[config.mk]
export PLATFORM = sky130hd
export DESIGN_NAME = sscr_regs
export DESIGN_NICKNAME = d
export VERILOG_FILES = /design/src/include/sscr_pkg.sv /design/src/sscr_regs.sv
export VERILOG_INCLUDE_DIRS = /design/src /design/src/include
export SDC_FILE = /design/constraint.sdc
export NUM_CORES = 1
export LEC_CHECK = 0
export ABC_AREA = 1
export BUFFER_PORTS_ARGS = -buffer_cell sky130_fd_sc_hd__buf_2
export CAP_MARGIN = 20
export CORE_MARGIN = 2
export CORE_UTILIZATION = 58
export CTS_CLUSTER_SIZE = 14
export DETAILED_ROUTE_END_ITERATION = 6
export PLACE_DENSITY = 0.8
export SETUP_SLACK_MARGIN = 0.5
export SYNTH_ARGS = -nofsm -noshare
export SYNTH_HDL_FRONTEND = slang
export SYNTH_SLANG_ARGS = --single-unit
[constraint.sdc]
create_clock -name clk -period 1.6 [get_ports clk]
set_input_delay 0.32 -clock clk [delete_from_list [all_inputs] [get_ports clk]]
set_output_delay 0.32 -clock clk [all_outputs]
set_load 0.05 [all_outputs]
[src/include/sscr_consts.svh]
// register offsets, field positions, reset values and timing counts
`ifndef SSCR_CONSTS_SVH
`define SSCR_CONSTS_SVH

`define SSCR_ADDR_PEAK 8'h1F
`define SSCR_ADDR_WTMK 8'h31
`define SSCR_ADDR_STCONF 8'h32
`define SSCR_ADDR_NVM 8'h33
`define SSCR_ADDR_VALLEY 8'h34
`define SSCR_ADDR_IRQ_STAT 8'h40
`define SSCR_ADDR_IRQ_MASK 8'h41
`define SSCR_ADDR_FIFO_DATA 8'h3F

`define SSCR_RST_PEAK 8'h00
`define SSCR_RST_WTMK 8'h00
`define SSCR_RST_STCONF 8'h00
`define SSCR_RST_NVM 8'h04
`define SSCR_RST_VALLEY 8'h00

`define SSCR_ST_EN_BIT 7
`define SSCR_ST_AMP_BIT 4
`define SSCR_ST_SINGLE_BIT 3
`define SSCR_ST_SIGN_BIT 2
`define SSCR_NVM_UNLOCK_BIT 7
`define SSCR_NONVOLATILE_LOAD_TRIGGER_BIT 3
`define SSCR_NONVOLATILE_READY_FLAG_BIT 2
`define SSCR_NONVOLATILE_PROGRAM_TRIGGER_BIT 1

`define SSCR_IRQ_WTMK_BIT 0
`define SSCR_IRQ_LOAD_BIT 1
`define SSCR_IRQ_PROG_BIT 2

`define SSCR_SETTLE_US 3000
`define SSCR_CLK_MHZ 40
`define SSCR_SETTLE_CYC (`SSCR_SETTLE_US * `SSCR_CLK_MHZ)

`endif

[src/include/sscr_pkg.sv]
// types shared by the register bank
package sscr_pkg;
    typedef enum logic [1:0] {SSCR_AXIS_X, SSCR_AXIS_Y, SSCR_AXIS_Z} sscr_axis_t;
    typedef enum {SSCR_NVM_IDLE, SSCR_NVM_LOADING, SSCR_NVM_PROGRAMMING} sscr_nvm_state_t;
endpackage

[src/sscr_regs.sv]
// self-test, step match, watermark and nvm control register bank
//
// Design decision made here: the address-and-strobe port.
`timescale 1ns/10ps
`default_nettype none
`include "sscr_consts.svh"

// Notes on behaviour
// the watermark interrupt fires when the fifo count exceeds the level, and a changing write resets the frame counter.
// the host waits three milliseconds after enabling self-test before trusting sensor output.
// with self-test on, the shared bit picks high force amplitude when set and low when clear.
// for the step counter the shared bit enables peak and valley matching when set.
// the single-axis bit puts the step counter in single-axis mode when set.
// the sign bit gives positive self-test excitation when set and negative when clear.
// during self-test the axis field picks x for 00, y for 01 and z for 10 or 11.
// while stepping is enabled the same field picks the step detection axis the same way.
// with stepping and single-axis mode both on the field picks the single processed axis.
// a six-bit valley value is held and serves as the valley match reference.
// a six-bit peak value is held in the upper bits and serves as the peak match reference.
// the precision field selects compared bits 5..1, 5..2, 5..3 or 5..4 for codes 00 to 11.
// with the unlock bit clear a burst stays on the fifo data location, with it set it advances.
// setting the load bit starts an nonvolatile_load_trigger and the bit clears itself on completion.
// the ready flag reads one when no nvm operation is running and zero during one.
// setting the program bit starts nvm programming and the bit clears itself on completion.
// the host polls ready before triggering another load or program.
module sscr_regs
    import sscr_pkg::*;
#(
    parameter int SETTLE_CYC = `SSCR_SETTLE_CYC
) (
    // clock and reset
    input wire logic clk,
    input wire logic reset_n,
    // register port
    input wire logic [7:0] reg_addr,
    input wire logic [7:0] reg_wdata,
    input wire logic reg_wr,
    input wire logic reg_rd,
    output logic [7:0] reg_rdata,
    // fifo side
    input wire logic [5:0] fifo_entries,
    output logic fifo_frame_count_clear,
    // burst address stepping
    input wire logic [7:0] burst_addr,
    output logic [7:0] burst_next_addr,
    // step counter
    input wire logic step_enable,
    input wire logic [5:0] step_sample,
    output logic peak_valley_match_enable,
    output logic single_axis_step_enable,
    output sscr_pkg::sscr_axis_t step_axis,
    output logic step_peak_hit,
    output logic step_valley_hit,
    // self-test drive
    output logic selftest_enable,
    output logic selftest_amp_high,
    output logic selftest_sign_positive,
    output sscr_pkg::sscr_axis_t selftest_axis,
    output logic selftest_settled,
    // nvm engine
    output logic nonvolatile_load_trigger_start,
    output logic nonvolatile_program_trigger_start,
    input wire logic nvm_done,
    // interrupt
    output logic irq
);
    import sscr_pkg::*;

    // ==========================================================
    // state
    typedef struct packed {
        logic [7:0] peak;
        logic [7:0] wtmk;
        logic [7:0] stconf;
        logic unlock;
        logic load;
        logic prog;
        sscr_nvm_state_t nvm_st;
        logic [2:0] stat;
        logic [2:0] mask;
        logic [7:0] valley;
        logic [7:0] rdata;
        logic frame_clr;
        logic [7:0] burst_next;
        logic pv_en;
        logic single;
        sscr_axis_t step_axis;
        logic peak_hit;
        logic valley_hit;
        logic st_en;
        logic st_amp;
        logic st_sign;
        sscr_axis_t st_axis;
        logic [31:0] settle_cnt;
        logic settled;
        logic load_go;
        logic prog_go;
        logic wtmk_above;
        logic irq;
    } sscr_state_t;

    sscr_state_t s_r;
    sscr_state_t s_nxt;

    // ==========================================================
    // helpers
    function automatic sscr_axis_t axis_decode(input logic [1:0] code);
        case (code)
            2'h0: axis_decode = SSCR_AXIS_X;
            2'h1: axis_decode = SSCR_AXIS_Y;
            default: axis_decode = SSCR_AXIS_Z;
        endcase
    endfunction

    function automatic logic [5:0] precision_mask(input logic [1:0] code);
        case (code)
            2'h0: precision_mask = 6'h3E;
            2'h1: precision_mask = 6'h3C;
            2'h2: precision_mask = 6'h38;
            default: precision_mask = 6'h30;
        endcase
    endfunction

    logic wr_peak, wr_wtmk, wr_st, wr_nvm, wr_valley, wr_mask, rd_stat;
    logic [5:0] pmask;
    logic above;
    logic [2:0] events;

    assign wr_peak = reg_wr && reg_addr == `SSCR_ADDR_PEAK;
    assign wr_wtmk = reg_wr && reg_addr == `SSCR_ADDR_WTMK;
    assign wr_st = reg_wr && reg_addr == `SSCR_ADDR_STCONF;
    assign wr_nvm = reg_wr && reg_addr == `SSCR_ADDR_NVM;
    assign wr_valley = reg_wr && reg_addr == `SSCR_ADDR_VALLEY;
    assign wr_mask = reg_wr && reg_addr == `SSCR_ADDR_IRQ_MASK;
    assign rd_stat = reg_rd && reg_addr == `SSCR_ADDR_IRQ_STAT;

    // ==========================================================
    // next state
    always_comb begin
        s_nxt = s_r;
        s_nxt.frame_clr = 1'b0;
        s_nxt.load_go = 1'b0;
        s_nxt.prog_go = 1'b0;
        events = 3'h0;
        pmask = precision_mask(s_r.peak[1:0]);
        above = {2'h0, fifo_entries} > {2'h0, s_r.wtmk[5:0]};
        // register writes
        if (wr_peak) begin
            s_nxt.peak = reg_wdata;
        end
        if (wr_wtmk) begin
            s_nxt.wtmk = {2'h0, reg_wdata[5:0]};
            s_nxt.frame_clr = reg_wdata[5:0] != s_r.wtmk[5:0];
        end
        if (wr_st) begin
            s_nxt.stconf = reg_wdata;
        end
        if (wr_valley) begin
            s_nxt.valley = {2'h0, reg_wdata[5:0]};
        end
        if (wr_mask) begin
            s_nxt.mask = reg_wdata[2:0];
        end
        if (wr_nvm) begin
            s_nxt.unlock = reg_wdata[`SSCR_NVM_UNLOCK_BIT];
        end
        // nvm sequencing
        case (s_r.nvm_st)
            SSCR_NVM_IDLE: begin
                if (wr_nvm && reg_wdata[`SSCR_NONVOLATILE_LOAD_TRIGGER_BIT]) begin
                    s_nxt.load = 1'b1;
                    s_nxt.load_go = 1'b1;
                    s_nxt.nvm_st = SSCR_NVM_LOADING;
                end else if (wr_nvm && reg_wdata[`SSCR_NONVOLATILE_PROGRAM_TRIGGER_BIT]) begin
                    s_nxt.prog = 1'b1;
                    s_nxt.prog_go = 1'b1;
                    s_nxt.nvm_st = SSCR_NVM_PROGRAMMING;
                end
            end
            SSCR_NVM_LOADING: begin
                if (nvm_done) begin
                    s_nxt.load = 1'b0;
                    events[`SSCR_IRQ_LOAD_BIT] = 1'b1;
                    s_nxt.nvm_st = SSCR_NVM_IDLE;
                end
            end
            SSCR_NVM_PROGRAMMING: begin
                if (nvm_done) begin
                    s_nxt.prog = 1'b0;
                    events[`SSCR_IRQ_PROG_BIT] = 1'b1;
                    s_nxt.nvm_st = SSCR_NVM_IDLE;
                end
            end
            default: s_nxt.nvm_st = SSCR_NVM_IDLE;
        endcase
        // watermark event on rising crossing
        s_nxt.wtmk_above = above;
        events[`SSCR_IRQ_WTMK_BIT] = above && !s_r.wtmk_above;
        // decoded controls
        s_nxt.st_en = s_r.stconf[`SSCR_ST_EN_BIT];
        s_nxt.st_amp = s_r.stconf[`SSCR_ST_EN_BIT] && s_r.stconf[`SSCR_ST_AMP_BIT];
        s_nxt.pv_en = step_enable && s_r.stconf[`SSCR_ST_AMP_BIT];
        s_nxt.single = step_enable && s_r.stconf[`SSCR_ST_SINGLE_BIT];
        s_nxt.st_sign = s_r.stconf[`SSCR_ST_SIGN_BIT];
        s_nxt.st_axis = axis_decode(s_r.stconf[1:0]);
        s_nxt.step_axis = axis_decode(s_r.stconf[1:0]);
        // peak and valley matching
        s_nxt.peak_hit = s_nxt.pv_en
            && ((step_sample & pmask) == (s_r.peak[7:2] & pmask));
        s_nxt.valley_hit = s_nxt.pv_en
            && ((step_sample & pmask) == (s_r.valley[5:0] & pmask));
        // burst addressing
        if (burst_addr == `SSCR_ADDR_FIFO_DATA && !s_r.unlock) begin
            s_nxt.burst_next = burst_addr;
        end else begin
            s_nxt.burst_next = burst_addr + 8'h01;
        end
        // self-test settle timer
        if (!s_r.stconf[`SSCR_ST_EN_BIT]) begin
            s_nxt.settle_cnt = 32'h0;
            s_nxt.settled = 1'b0;
        end else if (s_r.settle_cnt < 32'(SETTLE_CYC)) begin
            s_nxt.settle_cnt = s_r.settle_cnt + 32'h1;
        end else begin
            s_nxt.settled = 1'b1;
        end
        // interrupt status, set wins over read clear
        s_nxt.stat = (rd_stat ? 3'h0 : s_r.stat) | events;
        s_nxt.irq = |(s_nxt.stat & s_nxt.mask);
        // read data
        s_nxt.rdata = 8'h00;
        if (reg_rd) begin
            case (reg_addr)
                `SSCR_ADDR_PEAK: s_nxt.rdata = s_r.peak;
                `SSCR_ADDR_WTMK: s_nxt.rdata = s_r.wtmk;
                `SSCR_ADDR_STCONF: s_nxt.rdata = s_r.stconf;
                `SSCR_ADDR_NVM: s_nxt.rdata = {s_r.unlock, 3'h0, s_r.load,
                    s_r.nvm_st == SSCR_NVM_IDLE, s_r.prog, 1'b0};
                `SSCR_ADDR_VALLEY: s_nxt.rdata = s_r.valley;
                `SSCR_ADDR_IRQ_STAT: s_nxt.rdata = {5'h0, s_r.stat};
                `SSCR_ADDR_IRQ_MASK: s_nxt.rdata = {5'h0, s_r.mask};
                default: s_nxt.rdata = 8'h00;
            endcase
        end
    end

    // ==========================================================
    // registers
    always_ff @(posedge clk or negedge reset_n) begin
        if (!reset_n) begin
            s_r <= '0;
            s_r.peak <= `SSCR_RST_PEAK;
            s_r.wtmk <= `SSCR_RST_WTMK;
            s_r.stconf <= `SSCR_RST_STCONF;
            s_r.valley <= `SSCR_RST_VALLEY;
            s_r.nvm_st <= SSCR_NVM_IDLE;
            s_r.st_axis <= SSCR_AXIS_X;
            s_r.step_axis <= SSCR_AXIS_X;
        end else begin
            s_r <= s_nxt;
        end
    end

    // ==========================================================
    // outputs
    assign reg_rdata = s_r.rdata;
    assign fifo_frame_count_clear = s_r.frame_clr;
    assign burst_next_addr = s_r.burst_next;
    assign peak_valley_match_enable = s_r.pv_en;
    assign single_axis_step_enable = s_r.single;
    assign step_axis = s_r.step_axis;
    assign step_peak_hit = s_r.peak_hit;
    assign step_valley_hit = s_r.valley_hit;
    assign selftest_enable = s_r.st_en;
    assign selftest_amp_high = s_r.st_amp;
    assign selftest_sign_positive = s_r.st_sign;
    assign selftest_axis = s_r.st_axis;
    assign selftest_settled = s_r.settled;
    assign nonvolatile_load_trigger_start = s_r.load_go;
    assign nonvolatile_program_trigger_start = s_r.prog_go;
    assign irq = s_r.irq;

    // ==========================================================
    // checks
    AST_WTMK_CLEAR: assert property (@(posedge clk) disable iff (!reset_n)
        wr_wtmk && reg_wdata[5:0] != s_r.wtmk[5:0] |=> fifo_frame_count_clear)
        else $error("frame counter not cleared on watermark change");
    AST_WTMK_EVENT: assert property (@(posedge clk) disable iff (!reset_n)
        $rose({2'h0, fifo_entries} > {2'h0, s_r.wtmk[5:0]}) && !wr_wtmk
        |=> s_r.stat[`SSCR_IRQ_WTMK_BIT])
        else $error("watermark crossing not flagged");
    AST_AMP: assert property (@(posedge clk) disable iff (!reset_n)
        selftest_amp_high |-> selftest_enable)
        else $error("high amplitude outside self-test");
    AST_PV: assert property (@(posedge clk) disable iff (!reset_n)
        step_enable && s_r.stconf[`SSCR_ST_AMP_BIT] && !wr_st
        |=> peak_valley_match_enable)
        else $error("peak valley matching not enabled");
    AST_SINGLE: assert property (@(posedge clk) disable iff (!reset_n)
        single_axis_step_enable |-> $past(s_r.stconf[`SSCR_ST_SINGLE_BIT]))
        else $error("single axis without its bit");
    AST_SIGN: assert property (@(posedge clk) disable iff (!reset_n)
        selftest_sign_positive == $past(s_r.stconf[`SSCR_ST_SIGN_BIT]))
        else $error("self-test sign mismatch");
    AST_AXIS: assert property (@(posedge clk) disable iff (!reset_n)
        $past(s_r.stconf[1]) |-> selftest_axis == SSCR_AXIS_Z)
        else $error("axis code 1x did not select z");
    AST_STEP_AXIS: assert property (@(posedge clk) disable iff (!reset_n)
        $past(s_r.stconf[1:0]) == 2'h1 |-> step_axis == SSCR_AXIS_Y)
        else $error("step axis code 01 did not select y");
    AST_SINGLE_OFF: assert property (@(posedge clk) disable iff (!reset_n)
        !$past(step_enable) |-> !single_axis_step_enable)
        else $error("single axis without step enable");
    AST_SINGLE_AXIS: assert property (@(posedge clk) disable iff (!reset_n)
        single_axis_step_enable && $past(s_r.stconf[1:0]) == 2'h0 |-> step_axis == SSCR_AXIS_X)
        else $error("single axis code 00 did not select x");
    AST_PEAK_GATE: assert property (@(posedge clk) disable iff (!reset_n)
        step_peak_hit |-> peak_valley_match_enable)
        else $error("peak hit while matching off");
    AST_VALLEY_GATE: assert property (@(posedge clk) disable iff (!reset_n)
        step_valley_hit |-> peak_valley_match_enable)
        else $error("valley hit while matching off");
    AST_PEAK_COARSE: assert property (@(posedge clk) disable iff (!reset_n)
        step_enable && s_r.stconf[`SSCR_ST_AMP_BIT] && s_r.peak[1:0] == 2'h3
        && step_sample[5:4] == s_r.peak[7:6] |=> step_peak_hit)
        else $error("coarse peak match missed");
    AST_VALLEY_COARSE: assert property (@(posedge clk) disable iff (!reset_n)
        step_enable && s_r.stconf[`SSCR_ST_AMP_BIT] && s_r.peak[1:0] == 2'h3
        && step_sample[5:4] == s_r.valley[5:4] |=> step_valley_hit)
        else $error("coarse valley match missed");
    AST_LOAD_START: assert property (@(posedge clk) disable iff (!reset_n)
        s_r.nvm_st == SSCR_NVM_IDLE && wr_nvm && reg_wdata[`SSCR_NONVOLATILE_LOAD_TRIGGER_BIT]
        |=> nonvolatile_load_trigger_start && s_r.load)
        else $error("load did not start");
    AST_PROG_CLR: assert property (@(posedge clk) disable iff (!reset_n)
        s_r.nvm_st == SSCR_NVM_PROGRAMMING && nvm_done
        |=> !s_r.prog && s_r.stat[`SSCR_IRQ_PROG_BIT])
        else $error("program bit not cleared on done");
    AST_LOAD_CLR: assert property (@(posedge clk) disable iff (!reset_n)
        s_r.nvm_st == SSCR_NVM_LOADING && nvm_done
        |=> !s_r.load && s_r.stat[`SSCR_IRQ_LOAD_BIT])
        else $error("load bit not cleared on done");
    AST_PROG_START: assert property (@(posedge clk) disable iff (!reset_n)
        s_r.nvm_st == SSCR_NVM_IDLE && wr_nvm && reg_wdata[`SSCR_NONVOLATILE_PROGRAM_TRIGGER_BIT]
        && !reg_wdata[`SSCR_NONVOLATILE_LOAD_TRIGGER_BIT] |=> nonvolatile_program_trigger_start && s_r.prog)
        else $error("program did not start");
    AST_READY: assert property (@(posedge clk) disable iff (!reset_n)
        reg_rd && reg_addr == `SSCR_ADDR_NVM
        |=> reg_rdata[`SSCR_NONVOLATILE_READY_FLAG_BIT] == !($past(s_r.load) || $past(s_r.prog)))
        else $error("ready flag wrong");
    AST_BURST: assert property (@(posedge clk) disable iff (!reset_n)
        burst_addr == `SSCR_ADDR_FIFO_DATA && !s_r.unlock |=> burst_next_addr == 8'h3F)
        else $error("burst address not held");
endmodule
`default_nettype wire
## After elaboration in Yosys (flattened, before gate mapping)

Cells that the tools add are included.

| cells by class | value |
|---|---|
| add/sub/neg operators | 2 |
| $lt $le $gt $ge | 2 |
| equality and inequality tests | 24 |
| muxes and demuxes | 28 |
| bitwise gates (word level) | 5 |
| reductions and logical operators | 28 |

Operator list:

| operator | count |
|---|---|
| two-way mux 33 bit | 3 |
| two-way mux 32 bit | 3 |
| one-hot mux 32 bit (3 select lines) | 1 |
| logical NOT 32 bit | 2 |
| one-hot mux 8 bit (7 select lines) | 1 |
| == test 8 x 6 -> 1 bit (second input constant) | 5 |
| adder 32 x 1 -> 32 bit (second input constant) | 1 |
| == test 32 x 1 -> 1 bit (second input constant) | 1 |
| == test 32 x 2 -> 1 bit (second input constant) | 1 |
| < comparator 32 x 17 -> 1 bit (second input constant) | 1 |
| AND 6 bit | 3 |
| == test 8 x 7 -> 1 bit (second input constant) | 2 |
| logical AND 1 bit | 16 |
| two-way mux 8 bit | 2 |
| == test 6 bit | 2 |
| != test 2 bit (second input constant) | 6 |
| one-hot mux 4 bit (3 select lines) | 1 |
| two-way mux 1 bit | 11 |
| adder 8 x 1 -> 8 bit (second input constant) | 1 |
| == test 8 x 5 -> 1 bit (second input constant) | 1 |
| > comparator 6 bit | 1 |
| two-way mux 3 bit | 2 |
| != test 6 bit | 1 |
| AND reduction 3 bit | 2 |
| other kinds (14) | 19 |

| word-level totals | value |
|---|---|
| register bits after elaboration | 132 |
| bits of input ports | 42 |
| output and inout port bits | 32 |
| logic and storage cells | 116 |

## Longest topological paths before layout

| depth | value |
|---|---|
| depth after elaboration | 6 |
| depth in mapped cells | 10 |
| depth with buffers taken out | 10 |

## Worst setup path after synthesis

OpenSTA, ideal clock, no wires.

| path | value |
|---|---|
| kind | reg2reg |
| from | register s_r[32] (netlist bit) |
| to | register s_r[32] (netlist bit) |
| setup time | 0.115 ns |
| arrival time | 1.309 ns |
| required time | 1.485 ns |
| path slack | 0.176 ns |
| stages on the path, launching flop included | 10 |
| buffers on the path | 1 |
| period minus slack after synthesis | 1.424 ns |
| cells stage by stage | dfrtp_1 inv_1 nand2_1 nor3_1 nand2_1 nor2_4 nand2_8 nand2_4 buf_8 nor2_2 |

| between the ends | value |
|---|---|
| longest elaborated chain between the ends | 3 |
| elaborated cells between the ends (all ways) | 5 |
| classes of those cells | 1 x add/sub; 1 x order compare; 1 x eq/ne; 2 x mux |

Ends and longest elaborated chain:

| what | RTL line | source |
|---|---|---|
| from (decl) | sscr_regs.sv:102 | `sscr_state_t s_r;` |
| from (signal assigned) | sscr_regs.sv:260 | `s_r <= s_nxt;` |
| adder 32 x 1 -> 32 bit | sscr_regs.sv:223 | `s_nxt.settle_cnt = s_r.settle_cnt + 32'h1;` |
| two-way mux 32 bit | sscr_regs.sv:222 | `end else if (s_r.settle_cnt < 32'(SETTLE_CYC)) begin` |
| two-way mux 33 bit | sscr_regs.sv:219 | `` if (!s_r.stconf[`SSCR_ST_EN_BIT]) begin `` |

Parallel ways exist; a longest one is shown, timed or not. The select of a mux whose other input is x is not followed.
A chain may end at the register's enable or synchronous reset.

## Worst setup path in the final report

| path | value |
|---|---|
| from | register s_r[32] (netlist bit) |
| to | register s_r[10] (netlist bit) |

| between the ends | value |
|---|---|
| longest elaborated chain between the ends | 2 |

Ends and longest elaborated chain:

| what | RTL line |
|---|---|
| < comparator 32 x 17 -> 1 bit | sscr_regs.sv:222 |
| != test 2 x 1 -> 1 bit (no line) | - |

No other way between the ends.

==> flow_summary_export.csv <==
group,metric,value,unit
setup_path,critPathArrivalTime,1780,ps
final_layout,synthToLayoutAreaGrowth,35.2,%
timing,relSlewSlack,73.2,%
timing,fin_crit,1520,ps
route,wl_per_cell,17.7,um
placed_design,dp_cells,823,
global_routing,grt_pass1_vias,4772,
floorplanning,die-area,10000,um2
global_routing,grt_max_degree,39,
outcome,outcome,"complete, no violations",
route,routed_wl,15500,um
route,ant_nets,0,
route,viasPerCell,5.84,
synthesis,synthMuxAreaShare,0,%
synthesis,postSynthCellCount,656,
clocking,htreeDepth,3,
setup_path,critPathLaunchType,"flop",
placed_design,globalplace.congestion,0.935,
synthesis,synthesis.nets,706,
final_layout,num-fill-cells,532,
pwr,power.total,0.00539,W
timing,rsz0062_at_grt,"true",
route,drt_drc_violations_left,0,
setup_path,cpPeakStageDelay,390,ps
placed_design,io_buffers,72,
setup_path,path_class,"flop to flop",
setup_path,cp_num_buf_inv,3,
floorplanning,num_rows,35,
clocking,cts_sinks,102,
clocking,clk_transition_reported_paths,100,ps
global_routing,grt_pass1_wl,22400,um
synthesis,seq_area_frac_synth,47.5,%
setup_path,cp.required,1860,ps
clocking,clock_path_buffers,2,
synthesis,synth_flop_cell,"dfrtp_1",
final_layout,final_nets,812,
synthesis,synth_seq_cells,102,
synthesis,synth_compound_area_share,6.57,%
setup_path,crit_start,"s_r[32]",
setup_path,crit_fanout,8,
final_layout,drive_above_1_share,41.3,%
final_layout,multiInputGateArea,2880,um2
clocking,cts_tree,"yes",
floorplanning,die_h,100,um
clocking,clockRootBuffer,"clkbuf_8",
timing,hold_viol,0,
global_routing,overflow,0,
timing,post-route-period-util,94.7,%
setup_path,crit_top_cell,"nand2_1",
setup_path,critPathCaptureType,"flop",
clocking,cts_inserted_buffers,9,
floorplanning,die_x,100,um
timing,fin_hold_ws,153,ps
pwr,power_density,742,nW/um2
placed_design,dpl.hpwl,9090,um
setup_path,timing.rr.start,"s_r[32]",
clocking,worstSkewPairLatency,380,ps
pwr,ir_drop,0.000493,V
setup_path,critPathSlowestCell,"dfrtp_1",
route,first_pass_iters,6,
timing,worst_pin_slew,402,ps
synthesis,avgSynthCellArea,8.19,um2
route,dr.first_iter.drc_count,411,
pwr,p_leak,3.59,nW
floorplanning,start_util,59.0,%
timing,slew_violations,0,
synthesis,synthSimpleGateAreaFrac,30.4,%
synthesis,netlist_area,5370,um2
global_routing,antenna_found_initial,0,
setup_path,r2r-end,"s_r[10]",
timing,fin_skew,13.8,ps
timing,fmax,660,MHz
synthesis,synth_edf_count,0,
final_layout,final_cell_mix,"122 x nand2_1, 93 x dfrtp_1, 62 x inv_1",
setup_path,r2r_slack,80,ps
synthesis,ys_types,37,
floorplanning,coreArea,9110,um2
setup_path,critPathTopFamily,"simple AND/OR/NAND/NOR gates",
final_layout,antennaDiodeCount,0,
run,cap_violations,0,
final_layout,final_common_cell,"nand2_1",
synthesis,synth_top_family_by_area,"simple AND/OR/NAND/NOR gates",
synthesis,synth_xor_area_share,3.10,%
synthesis,async_flop_share,100,%
setup_path,crit_cells,10,
final_layout,fin_cells,877,
synthesis,synthAdderAreaFrac,1.86,%
floorplanning,num_io_pins,74,
setup_path,cp-endpoint,"s_r[10]",
timing,finalSetupViolCount,0,
synthesis,yosys_warnings,0,
worst_hold_path,holdPathStages,2,
setup_path,r2r.worst_path.cells,10,
global_routing,grt_util_all_layers,28.7,%
setup_path,crit_path_cell_trace,"inv_2, nand2_1, nor3_1, nand2_1, nor2_4, buf_12, buf_8, nand2_8, nand3_2, nand2_1",
final_layout,seqCellArea,2560,um2
worst_hold_path,hold_class,"input port to flop",
route,vias,5124,
per-stage QoR:
step	worst slack (ps)	TNS [ps]	instance area (um2)	util, %
floorplan	186	0	5580	-
finish	84.8	0	7260	79.7
global route	-13.3	-38.4	7260	79.7
global placement	68.3	0	5990	65.8
CTS	99.6	0	6730	73.8
detailed placement	26.5	0	5990	65.8
layout make-up:
cell class / instances / share of cell area [%]
inverter: 85 / 4.82
clock buffer: 10 / 1.90
timing repair buffer: 123 / 15.3
sequential: 102 / 35.3
multi-input combinational: 441 / 39.6
tap: 111 / 1.91
clock inverter: 5 / 1.14
report_power, final:
group	switching, W	internal (W)
Combinational	0.000479	0.000292
Clock	0.000928	0.000922
Sequential	0.0000874	0.00268
Total	0.00149	0.00389
state kept, by name (all words and copies together) (netlist names), 2 cells and up:
signal / cells
s_r: 70
burst_next_addr: 8
reg_rdata: 8
s_nxt: 2
selftest_axis: 2
layer usage:
| metal | GRT usage (%) | part of all wire [%] |
|---|---|---|
| met4 | 11.9 | 3.9 |
| met2 | 50.8 | 52 |
| met1 | 34.2 | 37 |
| met3 | 5.64 | 7.3 |
| met5 | 0 | 0 |
worst min-delay path by stage:
stage,start,to
floorplan,reset_n,burst_next_addr[0]
global placement,reset_n,s_r[30]
detailed placement,reset_n,selftest_enable
CTS,burst_addr[5],burst_next_addr[5]
global route,burst_addr[5],burst_next_addr[5]
finish,burst_addr[5],burst_next_addr[5]
synth_stat cells (5+ instances only):
library cell  instances  area share [%]
nand2_1             158              11
dfrtp_1             102              48
inv_1                81             5.7
nor2_1               60             4.2
nand3_1              59             5.5
o21ai_0              30             2.8
nand4_1              26             3.0
buf_4                22             3.1
xor2_1               14             2.3
nor2_2               13             1.5
nor3_1               11             1.0
o21ai_2              11             1.8
ha_1                  8             1.9
o21ai_1               6            0.56
a21oi_1               5            0.47
xnor2_1               5            0.82
cells by family (layout without fill, tap and decap cells):
logic type | after synthesis | in the layout
adder cells (fa/ha/maj) | 8 | 8
buffers and inverters | 118 | 223
AND/OR/NAND/NOR | 350 | 355
flip-flops | 102 | 102
AO/OA/AOI/OAI | 59 | 59
XOR/XNOR | 19 | 19
what timing repair did:
item,in CTS,in global routing
endpoints found under the hold margin,26,0
hold buffers,1,0
gates resized for setup,91,114
pin swaps,11,58
cloned,4,3
setup endpoints to repair,92,105
buffers inserted,14,17
No activity file was read; power rests on OpenSTA's default activity.
